===== src/include/ptc_pkg.sv =====
// Package with the register map, field layout and encodings of the 8-bit preload timer/counter.
package ptc_pkg;

  localparam int PTC_ADR_W = 12;
  localparam int PTC_DAT_W = 32;
  localparam int PTC_CNT_W = 8;

  // Register byte offsets; every register sits on data bits 7:0.
  localparam logic [PTC_ADR_W-1:0] PTC_IDX_CTRL = 12'h042;
  localparam logic [PTC_ADR_W-1:0] PTC_IDX_RELOAD = 12'h043;
  localparam logic [PTC_ADR_W-1:0] PTC_IDX_COUNT = 12'h044;
  localparam logic [PTC_ADR_W-1:0] PTC_IDX_DOUT = 12'h045;
  localparam logic [PTC_ADR_W-1:0] PTC_IDX_DIN = 12'h046;

  localparam logic [PTC_ADR_W-1:0] PTC_ADR_CTRL = PTC_IDX_CTRL;
  localparam logic [PTC_ADR_W-1:0] PTC_ADR_RELOAD = PTC_IDX_RELOAD;
  localparam logic [PTC_ADR_W-1:0] PTC_ADR_COUNT = PTC_IDX_COUNT;
  localparam logic [PTC_ADR_W-1:0] PTC_ADR_DOUT = PTC_IDX_DOUT;
  localparam logic [PTC_ADR_W-1:0] PTC_ADR_DIN = PTC_IDX_DIN;

  // Count clock source selection.
  localparam logic [1:0] PTC_SRC_MAIN = 2'h0;
  localparam logic [1:0] PTC_SRC_AUX = 2'h1;
  localparam logic [1:0] PTC_SRC_PIN = 2'h2;
  localparam logic [1:0] PTC_SRC_GATED = 2'h3;

  // Control register field positions.
  localparam int PTC_CTL_SEL_LSB = 0;
  localparam int PTC_CTL_EN_BIT = 2;
  localparam int PTC_CTL_STEN_BIT = 3;
  localparam int PTC_CTL_STFLG_BIT = 4;
  localparam int PTC_CTL_CYFLG_BIT = 5;

  // Control register image, MSB first.
  typedef struct packed {
    logic [1:0] rsvd;
    logic carry_seen;
    logic start_seen;
    logic start_en;
    logic cnt_en;
    logic [1:0] clk_sel;
  } ptc_ctrl_s;

  // Bus request bundle.
  typedef struct packed {
    logic we;
    logic [PTC_ADR_W-1:0] adr;
    logic [PTC_DAT_W-1:0] dat;
    logic sel0;
  } ptc_req_s;

  localparam ptc_ctrl_s PTC_CTRL_RST = '{default: 1'b0};
  localparam logic [PTC_CNT_W-1:0] PTC_CNT_RST = 8'h00;
  localparam logic [PTC_CNT_W-1:0] PTC_CNT_MAX = 8'hff;
  localparam logic [PTC_CNT_W-1:0] PTC_CNT_ONE = 8'h01;

endpackage : ptc_pkg


===== src/logic/ptc_edge_det.sv =====
// Rising and falling edge detector for a level that is synchronous to the clock.
`timescale 1ns/100ps

module ptc_edge_det (
  input wire logic ref_clk_i, // Block clock.
  input wire logic rst_n_i,   // Asynchronous reset, active low.
  input wire logic sig_i,     // Level to watch.
  output logic rise_o,        // One-cycle pulse on a low to high change.
  output logic fall_o         // One-cycle pulse on a high to low change.
);

  logic prev;

  always_ff @(posedge ref_clk_i or negedge rst_n_i) begin
    if (!rst_n_i) begin
      prev <= 1'b0;
    end else begin
      prev <= sig_i;
    end
  end

  assign rise_o = sig_i & ~prev;
  assign fall_o = ~sig_i & prev;

endmodule : ptc_edge_det


===== src/logic/ptc_timer.sv =====
// Eight-bit preload timer/counter with a classic Wishbone register slave.
`timescale 1ns/100ps

// Notes on behaviour
// - An 8-bit up-only counter paired with a separate 8-bit preload register.
// - Two control bits choose main clock, aux clock, pin, or gated clock.
// - Gated source is main clock ANDed with the external count pin.
// - A write to the count register with wb_sel_i[0] set loads the preload value instead.
// - Preload may be rewritten right after a load without disturbing the count.
// - Preload register is readable and writable, reads return the stored value.
// - With enable high, count rises by one per rising edge of source.
// - Input and output data latches both update on counter carry-out.
// - Edge detection on the serial input finds an asynchronous start bit.
// - Control, preload and count registers sit at indices 42h, 43h, 44h.
// - Internal load and enable inputs govern the counter.
module ptc_timer (
  input wire logic ref_clk_i,                               // Block clock, 20 MHz.
  input wire logic rst_n_i,                                 // Asynchronous reset, active low.
  input wire logic wb_cyc_i,                                // Wishbone cycle.
  input wire logic wb_stb_i,                                // Wishbone strobe.
  input wire logic wb_we_i,                                 // Wishbone write enable.
  input wire logic [ptc_pkg::PTC_ADR_W-1:0] wb_adr_i,       // Wishbone byte address.
  input wire logic [3:0] wb_sel_i,                          // Wishbone byte selects.
  input wire logic [ptc_pkg::PTC_DAT_W-1:0] wb_dat_i,       // Wishbone write data.
  output logic [ptc_pkg::PTC_DAT_W-1:0] wb_dat_o,           // Wishbone read data.
  output logic wb_ack_o,                                    // Wishbone acknowledge.
  input wire logic main_clk_i,                              // Main clock level, sampled.
  input wire logic aux_clk_i,                               // Auxiliary clock level, sampled.
  input wire logic ext_count_pin_i,                         // External count and serial pin.
  input wire logic [ptc_pkg::PTC_CNT_W-1:0] data_in_i,      // Parallel data to input latch.
  output logic [ptc_pkg::PTC_CNT_W-1:0] data_out_o,         // Output data latch.
  output logic carry_o,                                     // Carry-out pulse.
  output logic start_o                                      // Start edge pulse.
);

  localparam int CW = ptc_pkg::PTC_CNT_W;

  ////////////////////////////////////////////////////////////////////////////////
  // Bus slave.

  ptc_pkg::ptc_req_s req;
  ptc_pkg::ptc_ctrl_s ctrl;
  logic [1:0] clk_sel;
  logic cnt_en;
  logic start_en;
  logic start_seen;
  logic carry_seen;
  logic [CW-1:0] reload;
  logic [CW-1:0] count;
  logic [CW-1:0] dout_stage;
  logic [CW-1:0] din_latch;
  logic bus_req;
  logic bus_wr;
  logic [ptc_pkg::PTC_DAT_W-1:0] next_rdata;

  // Returns one when the byte address hits the given register.
  function automatic logic ptc_hit(input logic [ptc_pkg::PTC_ADR_W-1:0] adr,
                                   input logic [ptc_pkg::PTC_ADR_W-1:0] reg_adr);
    ptc_hit = (adr == reg_adr);
  endfunction : ptc_hit

  assign req = '{we: wb_we_i, adr: wb_adr_i, dat: wb_dat_i, sel0: wb_sel_i[0]};
  assign bus_req = wb_cyc_i & wb_stb_i;
  // Writes take effect on the edge at which the master sees ack.
  assign bus_wr = bus_req & wb_ack_o & req.we & req.sel0;

  always_ff @(posedge ref_clk_i or negedge rst_n_i) begin
    if (!rst_n_i) begin
      wb_ack_o <= 1'b0;
    end else begin
      wb_ack_o <= bus_req & ~wb_ack_o;
    end
  end

  // Unmapped addresses are acknowledged and read as zero.
  always_comb begin
    next_rdata = '0;
    if (ptc_hit(req.adr, ptc_pkg::PTC_ADR_CTRL)) begin
      next_rdata[CW-1:0] = ctrl;
    end else if (ptc_hit(req.adr, ptc_pkg::PTC_ADR_RELOAD)) begin
      next_rdata[CW-1:0] = reload;
    end else if (ptc_hit(req.adr, ptc_pkg::PTC_ADR_COUNT)) begin
      next_rdata[CW-1:0] = count;
    end else if (ptc_hit(req.adr, ptc_pkg::PTC_ADR_DOUT)) begin
      next_rdata[CW-1:0] = dout_stage;
    end else if (ptc_hit(req.adr, ptc_pkg::PTC_ADR_DIN)) begin
      next_rdata[CW-1:0] = din_latch;
    end
  end

  always_ff @(posedge ref_clk_i or negedge rst_n_i) begin
    if (!rst_n_i) begin
      wb_dat_o <= '0;
    end else if (bus_req & ~wb_ack_o) begin
      wb_dat_o <= next_rdata;
    end
  end

  ////////////////////////////////////////////////////////////////////////////////
  // Control, preload and output staging registers.

  logic wr_ctrl;
  logic wr_reload;
  logic wr_count;
  logic wr_dout;
  logic start_evt;
  logic carry_evt;

  assign wr_ctrl = bus_wr & ptc_hit(req.adr, ptc_pkg::PTC_ADR_CTRL);
  assign wr_reload = bus_wr & ptc_hit(req.adr, ptc_pkg::PTC_ADR_RELOAD);
  assign wr_count = bus_wr & ptc_hit(req.adr, ptc_pkg::PTC_ADR_COUNT);
  assign wr_dout = bus_wr & ptc_hit(req.adr, ptc_pkg::PTC_ADR_DOUT);

  always_ff @(posedge ref_clk_i or negedge rst_n_i) begin
    if (!rst_n_i) begin
      clk_sel <= ptc_pkg::PTC_CTRL_RST.clk_sel;
      cnt_en <= ptc_pkg::PTC_CTRL_RST.cnt_en;
      start_en <= ptc_pkg::PTC_CTRL_RST.start_en;
    end else if (wr_ctrl) begin
      clk_sel <= req.dat[ptc_pkg::PTC_CTL_SEL_LSB +: 2];
      cnt_en <= req.dat[ptc_pkg::PTC_CTL_EN_BIT];
      start_en <= req.dat[ptc_pkg::PTC_CTL_STEN_BIT];
    end
  end

  // The two flags have one process each and the writable fields share one; the reserved bits read as zero.
  assign ctrl = '{rsvd: 2'h0, carry_seen: carry_seen, start_seen: start_seen,
                  start_en: start_en, cnt_en: cnt_en, clk_sel: clk_sel};

  // Sticky flags; writing one clears, and a new event in that cycle wins.
  always_ff @(posedge ref_clk_i or negedge rst_n_i) begin
    if (!rst_n_i) begin
      start_seen <= ptc_pkg::PTC_CTRL_RST.start_seen;
    end else if (start_evt) begin
      start_seen <= 1'b1;
    end else if (wr_ctrl & req.dat[ptc_pkg::PTC_CTL_STFLG_BIT]) begin
      start_seen <= 1'b0;
    end
  end

  always_ff @(posedge ref_clk_i or negedge rst_n_i) begin
    if (!rst_n_i) begin
      carry_seen <= ptc_pkg::PTC_CTRL_RST.carry_seen;
    end else if (carry_evt) begin
      carry_seen <= 1'b1;
    end else if (wr_ctrl & req.dat[ptc_pkg::PTC_CTL_CYFLG_BIT]) begin
      carry_seen <= 1'b0;
    end
  end

  // The preload is a buffer of its own, so rewriting it never touches the count.
  always_ff @(posedge ref_clk_i or negedge rst_n_i) begin
    if (!rst_n_i) begin
      reload <= ptc_pkg::PTC_CNT_RST;
    end else if (wr_reload) begin
      reload <= req.dat[CW-1:0];
    end
  end

  always_ff @(posedge ref_clk_i or negedge rst_n_i) begin
    if (!rst_n_i) begin
      dout_stage <= ptc_pkg::PTC_CNT_RST;
    end else if (wr_dout) begin
      dout_stage <= req.dat[CW-1:0];
    end
  end

  ////////////////////////////////////////////////////////////////////////////////
  // Count clock selection and edge detection.

  logic src_level;
  logic src_rise;
  logic ser_fall;

  // A change of selection may itself look like one source edge.
  always_comb begin
    case (ctrl.clk_sel)
      ptc_pkg::PTC_SRC_MAIN: src_level = main_clk_i;
      ptc_pkg::PTC_SRC_AUX: src_level = aux_clk_i;
      ptc_pkg::PTC_SRC_PIN: src_level = ext_count_pin_i;
      ptc_pkg::PTC_SRC_GATED: src_level = main_clk_i & ext_count_pin_i;
      default: src_level = 1'b0;
    endcase
  end

  ptc_edge_det u_src_edge (
    .ref_clk_i(ref_clk_i),
    .rst_n_i(rst_n_i),
    .sig_i(src_level),
    .rise_o(src_rise),
    .fall_o()
  );

  // An idle-high serial line falling low marks a start bit.
  ptc_edge_det u_ser_edge (
    .ref_clk_i(ref_clk_i),
    .rst_n_i(rst_n_i),
    .sig_i(ext_count_pin_i),
    .rise_o(),
    .fall_o(ser_fall)
  );

  assign start_evt = ser_fall & ctrl.start_en;

  always_ff @(posedge ref_clk_i or negedge rst_n_i) begin
    if (!rst_n_i) begin
      start_o <= 1'b0;
    end else begin
      start_o <= start_evt;
    end
  end

  ////////////////////////////////////////////////////////////////////////////////
  // Counter.

  logic cnt_load;
  logic cnt_enable;
  logic cnt_step;
  logic [CW-1:0] next_count;

  assign cnt_load = wr_count;
  assign cnt_enable = ctrl.cnt_en;
  assign cnt_step = cnt_enable & src_rise & ~cnt_load;
  assign carry_evt = cnt_step & (count == ptc_pkg::PTC_CNT_MAX);

  always_comb begin
    next_count = count;
    if (cnt_load) begin
      next_count = reload;
    end else if (cnt_step) begin
      next_count = count + ptc_pkg::PTC_CNT_ONE;
    end
  end

  always_ff @(posedge ref_clk_i or negedge rst_n_i) begin
    if (!rst_n_i) begin
      count <= ptc_pkg::PTC_CNT_RST;
    end else begin
      count <= next_count;
    end
  end

  always_ff @(posedge ref_clk_i or negedge rst_n_i) begin
    if (!rst_n_i) begin
      carry_o <= 1'b0;
    end else begin
      carry_o <= carry_evt;
    end
  end

  ////////////////////////////////////////////////////////////////////////////////
  // Data latches clocked by the carry-out.

  always_ff @(posedge ref_clk_i or negedge rst_n_i) begin
    if (!rst_n_i) begin
      din_latch <= ptc_pkg::PTC_CNT_RST;
    end else if (carry_evt) begin
      din_latch <= data_in_i;
    end
  end

  always_ff @(posedge ref_clk_i or negedge rst_n_i) begin
    if (!rst_n_i) begin
      data_out_o <= ptc_pkg::PTC_CNT_RST;
    end else if (carry_evt) begin
      data_out_o <= dout_stage;
    end
  end
endmodule : ptc_timer


===== config.mk =====
export PLATFORM = sky130hd
export DESIGN_NAME = ptc_timer
export DESIGN_NICKNAME = d
export VERILOG_FILES = /design/src/include/ptc_pkg.sv /design/src/logic/ptc_edge_det.sv /design/src/logic/ptc_timer.sv
export SDC_FILE = /design/constraint.sdc
export NUM_CORES = 1
export LEC_CHECK = 0
export ABC_AREA = 1
export BUFFER_PORTS_ARGS = -buffer_cell sky130_fd_sc_hd__buf_2
export CAP_MARGIN = 20
export CORE_MARGIN = 10
export CORE_UTILIZATION = 54
export CTS_CLUSTER_DIAMETER = 60
export CTS_CLUSTER_SIZE = 40
export DETAILED_ROUTE_END_ITERATION = 6
export GPL_TIMING_DRIVEN = 0
export PLACE_DENSITY = 0.94
export SLEW_MARGIN = 20
export SYNTH_ARGS = -nofsm -noshare
export SYNTH_HDL_FRONTEND = slang
export SYNTH_SLANG_ARGS = --single-unit

===== constraint.sdc =====
create_clock -name ref_clk_i -period 4.6 [get_ports ref_clk_i]
set_clock_uncertainty 0.2 [all_clocks]
set_input_delay 0.92 -clock ref_clk_i [delete_from_list [all_inputs] [get_ports ref_clk_i]]
set_output_delay 0.92 -clock ref_clk_i [all_outputs]
set_load 0.02 [all_outputs]

==> metrics.md <==
| Metric | Value |
|---|---|
| Final-report hold violation count | `0` |
| Most frequent cell after synthesis | `nand2_1` |
| Share of cells above drive strength 1 | `29.13%` |
| Post-synth top flop | `dfrtp_1` |
| Worst Tran Pin Value | `0.7333 ns` |
| Port Buffers | `55` |
| DP HPWL | `6169 um` |
| Worst-Skew Late Latency | `0.34 ns` |
| Fmax | `437.7 MHz` |
| Resize count post-CTS | `0` |
| Outcome | `finished, violations left` |
| Netlist cell types | `31` |
| Cell area after layout | `3815 um2` |
| Number of synthesized flops with an enable pin | `0` |
| Hold buffers post-CTS | `0` |
| Critical path type | `input pin to flip-flop` |
| Fin crit share | `49.67%` |
| Pwr/cell area | `295.4 nW/um2` |
| Area grow syn2layout | `21.18%` |
| Element type at the critical path start | `input pin` |
| Fill cells | `420` |
| Synth top cells by count | `nand2_1 (118), dfrtp_1 (59), nand3_1 (39), nor2_1 (35), inv_1 (28)` |
| Core area | `5574 um2` |
| Area after DPL | `3602 um2` |
| Fin Hold WS | `0.2845 ns` |
| TNS Setup | `0 ns` |
| Clock slew at the register clock pins of the worst setup and hold paths | `0.07 ns` |
| RD Place Congestion | `0.9015` |
| Post-CTS setup buffers | `0` |
| Fin nets | `544` |
| Pin count of the biggest net entering global routing | `60` |
| Vias in the first global route | `2908` |
| Die X | `96.35 um` |
| Die area | `9283 um2` |
| Post-Place Worst Slack | `2.082 ns` |
| LEAKAGE | `2.129 nW` |
| HP Class | `flip-flop to flip-flop` |
| Via density | `5.180` |
| CTS sink cnt | `59` |
| Area leader, netlist | `dfrtp_1` |
| Routed WL | `8460 um` |
| Max rail drop VDD | `282.4 uV` |
| Post-Syn Area per Cell | `8.072 um2` |
| CTS tree | `done` |
| Sequential-to-total area share from yosys stat | `46.90%` |
| Req. time, crit path | `4.67 ns` |
| RSZ-0062 raised after global routing | `no` |
| Cell count after synthesis | `390` |
| Post-route setup slack | `2.315 ns` |
| Die extent in y | `96.35 um` |
| Min Tclk post-route | `2.285 ns` |
| Yosys top cell area share | `46.90%` |
| Num rows | `27` |
| Top-level I/O count | `107` |
| Antenna cells | `0` |
| Synth warn | `0` |
| Antenna violations before repair | `0` |
| Cell area after synthesis | `3148 um2` |
| Count of final setup violators | `0` |
| CTS buffer count | `9` |
| Ys async rst share | `100.0%` |
| Total iterations of the first detailed-routing run | `7` |
| Crit path max fanout | `7` |
| Top cells by area, synth | `dfrtp_1 (47%), nand2_1 (14%), nand3_1 (6.2%)` |
| Critical path arrival | `2.35 ns` |
| Total GRT Usage | `18.95%` |
| Drt wl/cell | `15.22 um` |
| Slew Limit Fails | `0` |
| DRC errors left | `1` |
| Footprint of the multi-input gates | `1370 um2` |
| Register area | `1476 um2` |
| DRT iter0 DRCs | `383` |
| Gr ovfl total | `0` |
| Root buf cell | `clkbuf_8` |
| Crit end category | `flip-flop` |
| Slew Limit Headroom | `51.11%` |
| CTS H-tree depth | `3` |
| Failing checks | `DRC` |
| Max capacitance violation total | `0` |
| Final ANT Viol Nets | `0` |
| Yosys reg bits | `59` |
| Initial cell density of the core | `56.48%` |
| Routed vias | `2880` |
| Clock Path Buffers | `2` |
| First-pass GRT wire length | `13630 um` |
==> area by class of cell <==
class | instances | area share (%)
well taps | 72 | 2.361
plain buffers | 32 | 6.527
clock inverters | 4 | 1.246
repair buffers | 55 | 7.281
clock buffers | 12 | 4.329
inverters | 35 | 3.641
multi-input cells | 287 | 35.91
flip-flops and latches | 59 | 38.70
==> worst max-delay path, cell delays in order <==
cell     delay [ns]
buf_2          0.10
nor2_1         0.12
nand2_2        0.15
inv_2          0.09
nand2_2        0.08
nor2_1         0.29
inv_1          0.13
o21ai_0        0.25
nor2_1         0.09
nor2_1         0.12
==> final timing paths <==
kind | start | to | slack [ns] | depth (start not counted)
min in group asynchronous | rst_n_i | data_out_o[7] | 0.45 | 1
worst min register to register | data_out_o[0] | data_out_o[0] | 0.28 | 2
worst min-delay path | data_out_o[0] | data_out_o[0] | 0.28 | 2
max in group asynchronous | rst_n_i | count[3] | 3.28 | 1
worst max-delay path | wb_adr_i[5] | wb_dat_o[2] | 2.32 | 10
worst max register to register | wb_ack_o | dout_stage[5] | 2.70 | 6
==> layout by cell type, fill, tap and decap left out, types with 2 or more instances in the layout <==
master    instances
a21oi_1           2
buf_2            57
buf_4            26
buf_6             2
clkbuf_8         12
clkinv_2          2
conb_1           24
dfrtp_1          59
inv_1            28
inv_2             5
nand2_1         118
nand2_2          16
nand3_1          39
nand4_1           7
nor2_1           35
nor2_2            2
o211ai_1          5
o21ai_0          13
o21ai_1           5
o21ai_2           9
xor2_1            4
==> registers in the layout (all words and copies together), names as in the netlist, 2 cells and up <==
register and flops:
wb_dat_o 8, dout_stage 8, din_latch 8, reload 8, data_out_o 8, count 8
clk_sel 2
==> through the flow <==
stage,util [%],cells,power (mW)
3_5_place_dp,64.62,540,0.6310
3_3_place_gp,64.58,540,0.6289
5_1_grt,68.44,556,1.158
6_report,68.44,556,1.127
4_1_cts,68.44,556,1.125
2_1_floorplan,-,413,0.5945
==> report_power, final <==
part	switching (mW)	internal (mW)
sequential	0.00320	0.524
combinational	0.0632	0.0345
clock	0.209	0.292
total	0.276	0.851
==> cells by family (layout without fill, tap and decap cells) <==
family | count (synthesis) | in the layout | share of synthesized area, %
adder cells (fa/ha/maj) | 1 | 1 | 0.3974
AND/OR/NAND/NOR | 223 | 223 | 32.00
AO/OA/AOI/OAI | 34 | 34 | 6.876
flip-flops | 59 | 59 | 46.90
other | 1 | 24 | 0.1191
buffers and inverters | 67 | 138 | 12.32
XOR/XNOR | 5 | 5 | 1.391
==> per-layer routing <==
| metal | track usage, % | vias to the layer above | wire [um] |
|---|---|---|---|
| met4 | 10.05 | 0 | 385 |
| met3 | 4.903 | 45 | 661 |
| met2 | 34.02 | 156 | 4313 |
| met5 | 0 | - | 0 |
| met1 | 19.87 | 1302 | 3099 |
| li1 | - | 1377 | - |
Power figures use the tool's default switching activity.
